**src/mmd_regs.svh**
```systemverilog
// Address map constants for the memory map decoder
// Operation
// - Decode 4 MByte program memory from segment 192 for fetches and constants.
// - Instruction fetches must use even word addresses.
// - Program memory words need even addresses, double words multiple-of-4 addresses.
// - Program memory only via indirect or long addressing, never short or bit.
// - Dual-port RAM 3 kByte at 00F200; top 256 bytes and bank bit addressable.
// - Dual-port RAM long/indirect access needs page pointer on data page 3.
// - Internal SRAM 24 kByte; long/indirect access needs data page 3 or 2.
// - Decode standard (00FE00..00FFFF) and extended (00F000..00F1FF) register blocks.
// - Short 8-bit register mode reaches words and low bytes, never high bytes.
// - Byte write to a special register clears the other byte.
// - Upper half of each register block bit addressable except top 16 words.
// - Extended switch redirects short and direct bit addressing to extended block.
// - Registers 0 to 15 reachable by short addresses in either block.
// - IO-region accesses bypass write-back buffers and caches.
// - IO read waits until pipeline speculation is resolved.
// - IO read, including bit instruction read phase, waits for pending IO writes.
// - IO: external 200000..3FFFFF, both register blocks, internal 00E000..00EFFF.
// - External IO does true byte transfers; internal IO does not.
// - Channel pointers pair in internal IO; byte write clears the other byte.
// - No fetches from dual-port RAM, SRAM, IO or register blocks.
// - Every unoccupied address goes to external memory.
// - External operands long/indirect only; aligned words and double words; no bits.
// - Segment 191 reads return 0000, writes suppressed, no external bus activity.
`ifndef MMD_REGS_SVH
`define MMD_REGS_SVH
`define MMD_PMEM_SEG      8'hc0
`define MMD_PMEM_SEG_MASK 8'hc0
`define MMD_RSVD_SEG      8'hbf
`define MMD_XIO_LO        24'h200000
`define MMD_XIO_HI        24'h3fffff
`define MMD_SRAM_LO       24'h008000
`define MMD_SRAM_HI       24'h00dfff
`define MMD_IIO_LO        24'h00e000
`define MMD_IIO_HI        24'h00efff
`define MMD_XSR_LO        24'h00f000
`define MMD_XSR_HI        24'h00f1ff
`define MMD_DPR_LO        24'h00f200
`define MMD_DPR_HI        24'h00fdff
`define MMD_DPR_BIT_LO    24'h00fd00
`define MMD_SR_LO         24'h00fe00
`define MMD_SR_HI         24'h00ffff
`define MMD_BLK_BIT_LO    9'h100
`define MMD_BLK_BIT_HI    9'h1df
`define MMD_SHORT_BASE    24'h00fe00
`define MMD_XSHORT_BASE   24'h00f000
`define MMD_GPR_SHORT_LO  8'hf0
`define MMD_PAGE_DPR      10'h003
`define MMD_PAGE_SRAM     10'h002
`define MMD_READ_ZERO     16'h0000
`endif

```
**src/mmd_pkg.sv**
```systemverilog
// Types for the memory map decoder
package mmd_pkg;
   typedef enum logic [7:0] {
      MMD_R_PMEM = 8'h01,
      MMD_R_DPR  = 8'h02,
      MMD_R_SRAM = 8'h04,
      MMD_R_SR   = 8'h08,
      MMD_R_XSR  = 8'h10,
      MMD_R_IIO  = 8'h20,
      MMD_R_EXT  = 8'h40,
      MMD_R_RSVD = 8'h80
   } mmd_region_e;
   typedef enum logic [2:0] {
      MMD_M_LONG  = 3'h1,
      MMD_M_SHORT = 3'h2,
      MMD_M_BIT   = 3'h4
   } mmd_mode_e;
   typedef enum logic [2:0] {
      MMD_S_IDLE  = 3'h1,
      MMD_S_HOLD  = 3'h2,
      MMD_S_ISSUE = 3'h4
   } mmd_state_e;
   typedef enum logic [1:0] {
      MMD_Z_BYTE  = 2'h0,
      MMD_Z_WORD  = 2'h1,
      MMD_Z_DWORD = 2'h2
   } mmd_size_e;
endpackage

```
**src/mmd_region_decode.sv**
```systemverilog
// Combinational region classifier for a 24-bit physical address
`timescale 1ns/1ps
`include "mmd_regs.svh"
module mmd_region_decode
   import mmd_pkg::*;
(
   input  wire logic [23:0] addr,
   output mmd_region_e      region,
   output logic             is_io,
   output logic             bit_ok,
   output logic             fetch_ok
);
   always_comb begin
      // Order matters: reserved segment first, holes fall to external
      if (addr[23:16] == `MMD_RSVD_SEG) begin
         region = MMD_R_RSVD;
      end else if ((addr[23:16] & `MMD_PMEM_SEG_MASK) == `MMD_PMEM_SEG) begin
         region = MMD_R_PMEM;
      end else if (addr >= `MMD_SR_LO && addr <= `MMD_SR_HI) begin
         region = MMD_R_SR;
      end else if (addr >= `MMD_XSR_LO && addr <= `MMD_XSR_HI) begin
         region = MMD_R_XSR;
      end else if (addr >= `MMD_DPR_LO && addr <= `MMD_DPR_HI) begin
         region = MMD_R_DPR;
      end else if (addr >= `MMD_SRAM_LO && addr <= `MMD_SRAM_HI) begin
         region = MMD_R_SRAM;
      end else if (addr >= `MMD_IIO_LO && addr <= `MMD_IIO_HI) begin
         region = MMD_R_IIO;
      end else begin
         region = MMD_R_EXT;
      end
   end

   always_comb begin
      is_io = (region == MMD_R_SR) || (region == MMD_R_XSR) || (region == MMD_R_IIO)
              || (addr >= `MMD_XIO_LO && addr <= `MMD_XIO_HI);
      fetch_ok = (region == MMD_R_PMEM) || (region == MMD_R_EXT && !is_io);
      bit_ok = ((region == MMD_R_DPR) && (addr >= `MMD_DPR_BIT_LO))
               || (((region == MMD_R_SR) || (region == MMD_R_XSR))
                   && (addr[8:0] >= `MMD_BLK_BIT_LO) && (addr[8:0] <= `MMD_BLK_BIT_HI));
   end
endmodule

```
**src/mmd_memory_map_decoder.sv**
```systemverilog
// Memory map decoder with access policy and IO read ordering
`timescale 1ns/1ps
`include "mmd_regs.svh"
module mmd_memory_map_decoder
   import mmd_pkg::*;
(
   input  wire logic        clk,
   input  wire logic        rst,
   input  wire logic        req_valid,
   output logic             req_ready,
   input  wire logic        req_fetch,
   input  wire logic        req_write,
   input  wire logic        req_rmw,
   input  wire logic [2:0]  req_mode,
   input  wire logic [1:0]  req_size,
   input  wire logic [23:0] req_addr,
   input  wire logic [9:0]  req_page,
   input  wire logic        req_high_byte,
   input  wire logic [15:0] req_wdata,
   input  wire logic        ext_switch,
   input  wire logic        spec_pending,
   input  wire logic        io_wr_issue,
   input  wire logic        io_wr_done,
   input  wire logic        cpu_bank_hit,
   output logic             acc_valid,
   output logic [7:0]       acc_region,
   output logic [23:0]      acc_addr,
   output logic             acc_is_io,
   output logic             acc_bit_ok,
   output logic             acc_fetch_ok,
   output logic             acc_bypass_cache,
   output logic             acc_true_byte,
   output logic             acc_gpr,
   output logic [15:0]      acc_wdata,
   output logic [1:0]       acc_lane_en,
   output logic             acc_error,
   output logic             acc_suppress,
   output logic [15:0]      acc_rdata_zero
);
   // ****************************************************
   // Effective address
   // ****************************************************
   logic [23:0] eff_addr;
   logic        short_mode;
   logic        gpr_short;
   mmd_region_e region;
   logic        is_io;
   logic        bit_ok;
   logic        fetch_ok;

   assign short_mode = (req_mode == MMD_M_SHORT) || (req_mode == MMD_M_BIT);
   assign gpr_short  = short_mode && (req_addr[7:0] >= `MMD_GPR_SHORT_LO);

   always_comb begin
      if (short_mode) begin
         // Short offsets are word indexes into the selected block
         if (ext_switch) begin
            eff_addr = `MMD_XSHORT_BASE + {15'h0000, req_addr[7:0], 1'b0};
         end else begin
            eff_addr = `MMD_SHORT_BASE + {15'h0000, req_addr[7:0], 1'b0};
         end
      end else if (req_fetch) begin
         eff_addr = {req_addr[23:1], 1'b0};
      end else begin
         eff_addr = req_addr;
      end
   end

   mmd_region_decode mmd_region_decode_i (
      .addr     (eff_addr),
      .region   (region),
      .is_io    (is_io),
      .bit_ok   (bit_ok),
      .fetch_ok (fetch_ok)
   );

   // ****************************************************
   // Access policy
   // ****************************************************
   function automatic logic misaligned(input logic [1:0] sz, input logic [1:0] a);
      misaligned = ((sz == MMD_Z_WORD) && a[0]) || ((sz == MMD_Z_DWORD) && (a != 2'h0));
   endfunction

   function automatic logic is_blk(input mmd_region_e r);
      is_blk = (r == MMD_R_SR) || (r == MMD_R_XSR);
   endfunction

   logic policy_err;
   always_comb begin
      policy_err = 1'b0;
      if (req_fetch) begin
         policy_err = !fetch_ok;
      end else if (gpr_short) begin
         policy_err = 1'b0;
      end else begin
         case (region)
            MMD_R_PMEM, MMD_R_EXT: begin
               policy_err = (req_mode != MMD_M_LONG) || misaligned(req_size, eff_addr[1:0]);
            end
            MMD_R_DPR: begin
               if (req_mode == MMD_M_LONG) begin
                  policy_err = (req_page != `MMD_PAGE_DPR) || misaligned(req_size, eff_addr[1:0]);
               end else begin
                  policy_err = !(bit_ok || cpu_bank_hit);
               end
            end
            MMD_R_SRAM: begin
               policy_err = (req_mode != MMD_M_LONG) || misaligned(req_size, eff_addr[1:0])
                            || !((req_page == `MMD_PAGE_DPR) || (req_page == `MMD_PAGE_SRAM));
            end
            MMD_R_SR, MMD_R_XSR: begin
               policy_err = ((req_mode == MMD_M_SHORT) && req_high_byte)
                            || ((req_mode == MMD_M_BIT) && !bit_ok)
                            || misaligned(req_size, eff_addr[1:0]);
            end
            MMD_R_IIO: begin
               policy_err = (req_mode != MMD_M_LONG) || misaligned(req_size, eff_addr[1:0]);
            end
            MMD_R_RSVD: begin
               policy_err = 1'b0;
            end
            default: begin
               policy_err = 1'b1;
            end
         endcase
      end
   end

   // ****************************************************
   // IO write tracking and read gating
   // ****************************************************
   logic [3:0] io_wr_cnt_reg;
   logic [3:0] io_wr_cnt_next;
   logic       io_read;
   logic       io_read_block;

   // Counter saturation is a limitation: no more than 15 writes in flight
   always_comb begin
      io_wr_cnt_next = io_wr_cnt_reg;
      if (io_wr_issue && !io_wr_done && io_wr_cnt_reg != 4'hf) begin
         io_wr_cnt_next = io_wr_cnt_reg + 4'h1;
      end else if (!io_wr_issue && io_wr_done && io_wr_cnt_reg != 4'h0) begin
         io_wr_cnt_next = io_wr_cnt_reg - 4'h1;
      end
   end

   always_ff @(posedge clk) begin
      if (rst) begin
         io_wr_cnt_reg <= 4'h0;
      end else begin
         io_wr_cnt_reg <= io_wr_cnt_next;
      end
   end

   assign io_read = is_io && !req_fetch && (!req_write || req_rmw) && !gpr_short;
   assign io_read_block = io_read && (spec_pending
                          || (io_wr_cnt_reg != 4'h0) || io_wr_issue);

   // ****************************************************
   // Request state machine
   // ****************************************************
   mmd_state_e state_reg;
   mmd_state_e state_next;

   always_comb begin
      state_next = state_reg;
      case (state_reg)
         MMD_S_IDLE: begin
            if (req_valid && io_read_block) begin
               state_next = MMD_S_HOLD;
            end else if (req_valid) begin
               state_next = MMD_S_ISSUE;
            end
         end
         MMD_S_HOLD: begin
            if (!req_valid) begin
               state_next = MMD_S_IDLE;
            end else if (!io_read_block) begin
               state_next = MMD_S_ISSUE;
            end
         end
         MMD_S_ISSUE: begin
            if (req_valid && io_read_block) begin
               state_next = MMD_S_HOLD;
            end else if (!req_valid) begin
               state_next = MMD_S_IDLE;
            end
         end
         default: begin
            state_next = MMD_S_IDLE;
         end
      endcase
   end

   always_ff @(posedge clk) begin
      if (rst) begin
         state_reg <= MMD_S_IDLE;
      end else begin
         state_reg <= state_next;
      end
   end

   // Accepted the same cycle unless an IO read must wait
   assign req_ready = !io_read_block;

   // ****************************************************
   // Lane enables and byte-write clearing
   // ****************************************************
   logic [1:0]  lane_en;
   logic [15:0] wdata;
   logic        clear_other;

   // Internal IO (incl. channel pointers) and register blocks have no true byte writes
   assign clear_other = is_blk(region) || (region == MMD_R_IIO);

   always_comb begin
      lane_en = 2'h3;
      wdata   = req_wdata;
      if (req_size == MMD_Z_BYTE && !gpr_short) begin
         if (clear_other && req_write && !req_rmw) begin
            lane_en = 2'h3;
            wdata   = eff_addr[0] ? {req_wdata[7:0], 8'h00} : {8'h00, req_wdata[7:0]};
         end else begin
            lane_en = eff_addr[0] ? 2'h2 : 2'h1;
            wdata   = eff_addr[0] ? {req_wdata[7:0], 8'h00} : {8'h00, req_wdata[7:0]};
         end
      end
   end

   // ****************************************************
   // Registered access outputs
   // ****************************************************
   logic fire;
   assign fire = req_valid && req_ready;

   always_ff @(posedge clk) begin
      if (rst) begin
         acc_valid        <= 1'b0;
         acc_region       <= 8'h00;
         acc_addr         <= 24'h000000;
         acc_is_io        <= 1'b0;
         acc_bit_ok       <= 1'b0;
         acc_fetch_ok     <= 1'b0;
         acc_bypass_cache <= 1'b0;
         acc_true_byte    <= 1'b0;
         acc_gpr          <= 1'b0;
         acc_wdata        <= 16'h0000;
         acc_lane_en      <= 2'h0;
         acc_error        <= 1'b0;
         acc_suppress     <= 1'b0;
      end else begin
         acc_valid <= fire;
         if (fire) begin
            acc_region       <= region;
            acc_addr         <= eff_addr;
            acc_is_io        <= is_io;
            acc_bit_ok       <= bit_ok || gpr_short;
            acc_fetch_ok     <= fetch_ok;
            acc_bypass_cache <= is_io;
            acc_true_byte    <= (req_size == MMD_Z_BYTE) && is_io && (region == MMD_R_EXT);
            acc_gpr          <= gpr_short;
            acc_wdata        <= wdata;
            acc_lane_en      <= lane_en;
            acc_error        <= policy_err;
            acc_suppress     <= (region == MMD_R_RSVD) || policy_err;
         end
      end
   end

   // Constant zero read value, driven whether or not the reserved segment is hit
   assign acc_rdata_zero = `MMD_READ_ZERO;
endmodule

```
**config.mk**
```make
export PLATFORM = sky130hd
export DESIGN_NAME = mmd_memory_map_decoder
export DESIGN_NICKNAME = d
export VERILOG_FILES = /design/src/mmd_pkg.sv /design/src/mmd_region_decode.sv /design/src/mmd_memory_map_decoder.sv
export VERILOG_INCLUDE_DIRS = /design/src
export SDC_FILE = /design/constraint.sdc
export NUM_CORES = 1
export LEC_CHECK = 0
export BUFFER_PORTS_ARGS = -buffer_cell sky130_fd_sc_hd__buf_4
export CAP_MARGIN = 20
export CORE_MARGIN = 1
export CORE_UTILIZATION = 43
export CTS_CLUSTER_SIZE = 24
export DETAILED_ROUTE_END_ITERATION = 10
export GPL_ROUTABILITY_DRIVEN = 0
export HOLD_SLACK_MARGIN = 0.05
export PLACE_DENSITY = 0.87
export SLEW_MARGIN = 20
export SYNTH_ARGS = -nofsm -noshare
export SYNTH_HDL_FRONTEND = slang
export SYNTH_SLANG_ARGS = --single-unit
```
**constraint.sdc**
```tcl
create_clock -name clk -period 2.58 [get_ports clk]
set_clock_uncertainty 0.15 [all_clocks]
set_input_delay 0.645 -clock clk [delete_from_list [all_inputs] [get_ports clk]]
set_output_delay 0.645 -clock clk [all_outputs]
set_load 0.005 [all_outputs]
```
==> out/results.ini <==
[logic_synthesis]
synth_largest_area_cell = dfxtp_1
ys_seq_area_share_pct = 38.33
ys_top_cells_by_area = dfxtp_1 38%, nand2_1 7.4%, nor2_1 6.1%
synth_cell_types = 56
synth_top_family_by_area = simple AND/OR/NAND/NOR gates
synthXorXnorAreaFrac_pct = 1.584
synth.most_common_cell = nand2_1
yosys_warnings = 0
synth-main-ff-cell = dfxtp_1
synth_top_area_share_pct = 38.33
syn_inst = 410
synth_compound_area_share_pct = 19.44
synth-async-reset-ratio_pct = 0
syn-mean-instance-area_sq_um = 7.898
syn_area_sq_um = 3238
synthTopCellsByCount = 64 x nand2_1, 62 x dfxtp_1, 53 x nor2_1, 32 x a21oi_1, 28 x nor3_1
ys_seq_elements = 62
synth.area.mux_share_pct = 0.9274
synth_edf_count = 0
synthSimpleGateAreaFrac_pct = 28.98
synthAdderAreaFrac_pct = 1.391

[hold_path]
hold_class = reg -> reg

[setup_path]
critical_path_class = in -> out
start_kind = input pin
cp-end-kind = output pin
crit_required_ns = 1.78
critical_path_peak_fanout = 2
cp.arrival_ns = 1.93

[global_route]
grt_pass1_vias = 3329
grt-ovfl-total = 0
grt_pass1_wl_mm = 15.29
busiest_layer = met2
grtUsageMet3_pct = 5.504
grt_max_degree = 63
track_usage_pct = 25.36
grtUsageMet1_pct = 29.30
use_met2_pct = 45.73
antenna_found_initial = 0

[pwr]
pwr-share-comb_pct = 25.5
seq_power_share_pct = 44.3
p_leak_nw = 2.031
p_int_mw = 1.721
power_density_nw_per_um2 = 535.7
p_sw_mw = 0.7416
p_total_mw = 2.463
switching_share_pct = 30.11
clkPwrFrac_pct = 30.3
irDropWorstVdd_v = 0.0003335

[route]
drtIter0Drc = 253
ant_nets = 0
drc = 0
wl_mm = 9.966
vias_per_cell = 5.410
firstDrtPassIters = 7
vias = 3565
wl_per_cell_um = 15.12

[timing]
tightest_slew_ns = 0.7164
fmax_ghz = 0.3676
hold_viol = 0
fin_crit_ns = 2.721
slew_viol_final = 0
worst_slack_ns = -0.1406
fin_crit_sh_pct = 105.4
slew_headroom_pct = 52.24
finalSetupViolCount = 1
grt_setup_unrepaired = true

[cells_and_area]
nets = 625
reg_top3 = acc_addr: 24 flops, acc_wdata: 16 flops, acc_region: 8 flops
syn_to_final_growth_pct = 42.00
top_register = acc_addr
n_fill_cell = 626
drive_gt1_share_pct = 35.71
antennaDiodeCount = 0
final_util_pct = 63.39
final_cells = 659
largest_reg_flops = 24

[flow_run]
drv_cap = 0

[place]
dpl_worst_slack_ns = -0.1766
dp.cells = 639
io_buffers = 126
post-dp-hpwl_mm = 7.413

[clocking]
ctsHoldBuffers = 0
clk_path_buf_depth = 2
cts_buffers = 9
cts_max_level = 3
cts-root-buf = clkbuf_8
clock-sinks = 62
clk_latency_ns = 0.34
cts_tree = done
path_clk_slew_ns = 0.06

[floorplanning]
initial_utilization_pct = 44.64
boundaryPins = 143
die_y_um = 88.78
core.rowCount = 31
die-area_sq_um = 7882
die_w_um = 88.78
coreArea_sq_um = 7253

[outcome]
violations = negative setup slack
status = complete, but fails checks

==> per-stage QoR <==
stage / instance area (sq um) / hold slack, ns / setup TNS [ns]
floorplan: 3294 / 0.2982 / 0
global placement: 4377 / 0.2930 / -3.132
detailed placement: 4377 / 0.2964 / -6.792
CTS: 4567 / 0.3062 / -0.1831
global route: 4598 / 0.3245 / -1.341
finish: 4598 / 0.3050 / -0.1406
==> kinds of logic after synthesis <==
kind of cell               Yosys count
AOI/OAI and AO/OA                   84
xor gates and xnor gates             5
adders and majority gates            3
buffers and inverters               50
DFF                                 62
muxes                                3
other                                1
and+or+nand+nor                    202
==> per-layer routing <==
metal	vias up	wire (um)
met1	1663	4022
met3	17	823
met4	0	149
met2	178	4971
li1	1707	-
met5	-	0
==> power by group through the flow <==
stage                     Clock, mW  Combinational, mW  Sequential [mW]
after global routing          0.810              0.688             1.10
after floorplan                   0              0.330             1.10
after global placement            0              0.587             1.10
after CTS                     0.760              0.618             1.09
after detailed placement          0              0.612             1.11
final                         0.745              0.628             1.09
==> worst paths after layout <==
| kind | startpoint | to | slack (ns) | cells past startpoint |
|---|---|---|---|---|
| max | req_addr[21] | req_ready | -0.14 | 6 |
| min | acc_addr[19]$_SDFFE_PP0P_ | acc_addr[19]$_SDFFE_PP0P_ | 0.30 | 2 |
| max reg2reg | io_wr_cnt_reg[0]$_SDFFE_PP0P_ | acc_region[0]$_SDFFE_PP0P_ | 0.17 | 8 |
| min reg2reg | acc_addr[19]$_SDFFE_PP0P_ | acc_addr[19]$_SDFFE_PP0P_ | 0.30 | 2 |
==> final cells by class <==
type / instances / area (sq um) / area share [%]
Clock buffer: 12 / 145.1 / 3.156
Clock inverter: 4 / 22.52 / 0.4898
Inverter: 5 / 18.77 / 0.4082
Multi-Input combinational cell: 313 / 1777 / 38.64
Sequential cell: 62 / 1244 / 27.05
Tap cell: 99 / 123.9 / 2.694
Timing Repair Buffer: 164 / 1267 / 27.56
==> layout by cell type, fill, tap and decap left out, types with 3 or more instances in the layout <==
master,n
nand2_1,64
buf_4,159
conb_1,16
clkbuf_8,10
o211ai_1,3
xnor2_1,3
a211oi_1,14
nor3_1,27
inv_1,5
dfxtp_1,60
mux2i_1,3
nand3_1,24
nor2_1,53
clkinv_2,3
a21o_1,3
buf_6,3
a311oi_2,9
o21ai_0,3
nand2b_1,7
nand4_1,7
a21oi_1,32
==> critical path, stage by stage <==
cell and delay, ns:
buf_6 0.09, or4b_4 0.55, nor4_4 0.19, a221o_1 0.23
nand2b_1 0.08, buf_4 0.14
==> timing repair <==
item	CTS	global route
resized for setup	2	5
endpoints found under the setup margin	1	10
pin swaps	3	2
buffers inserted	2	2
(Power assumes the default switching activity.)
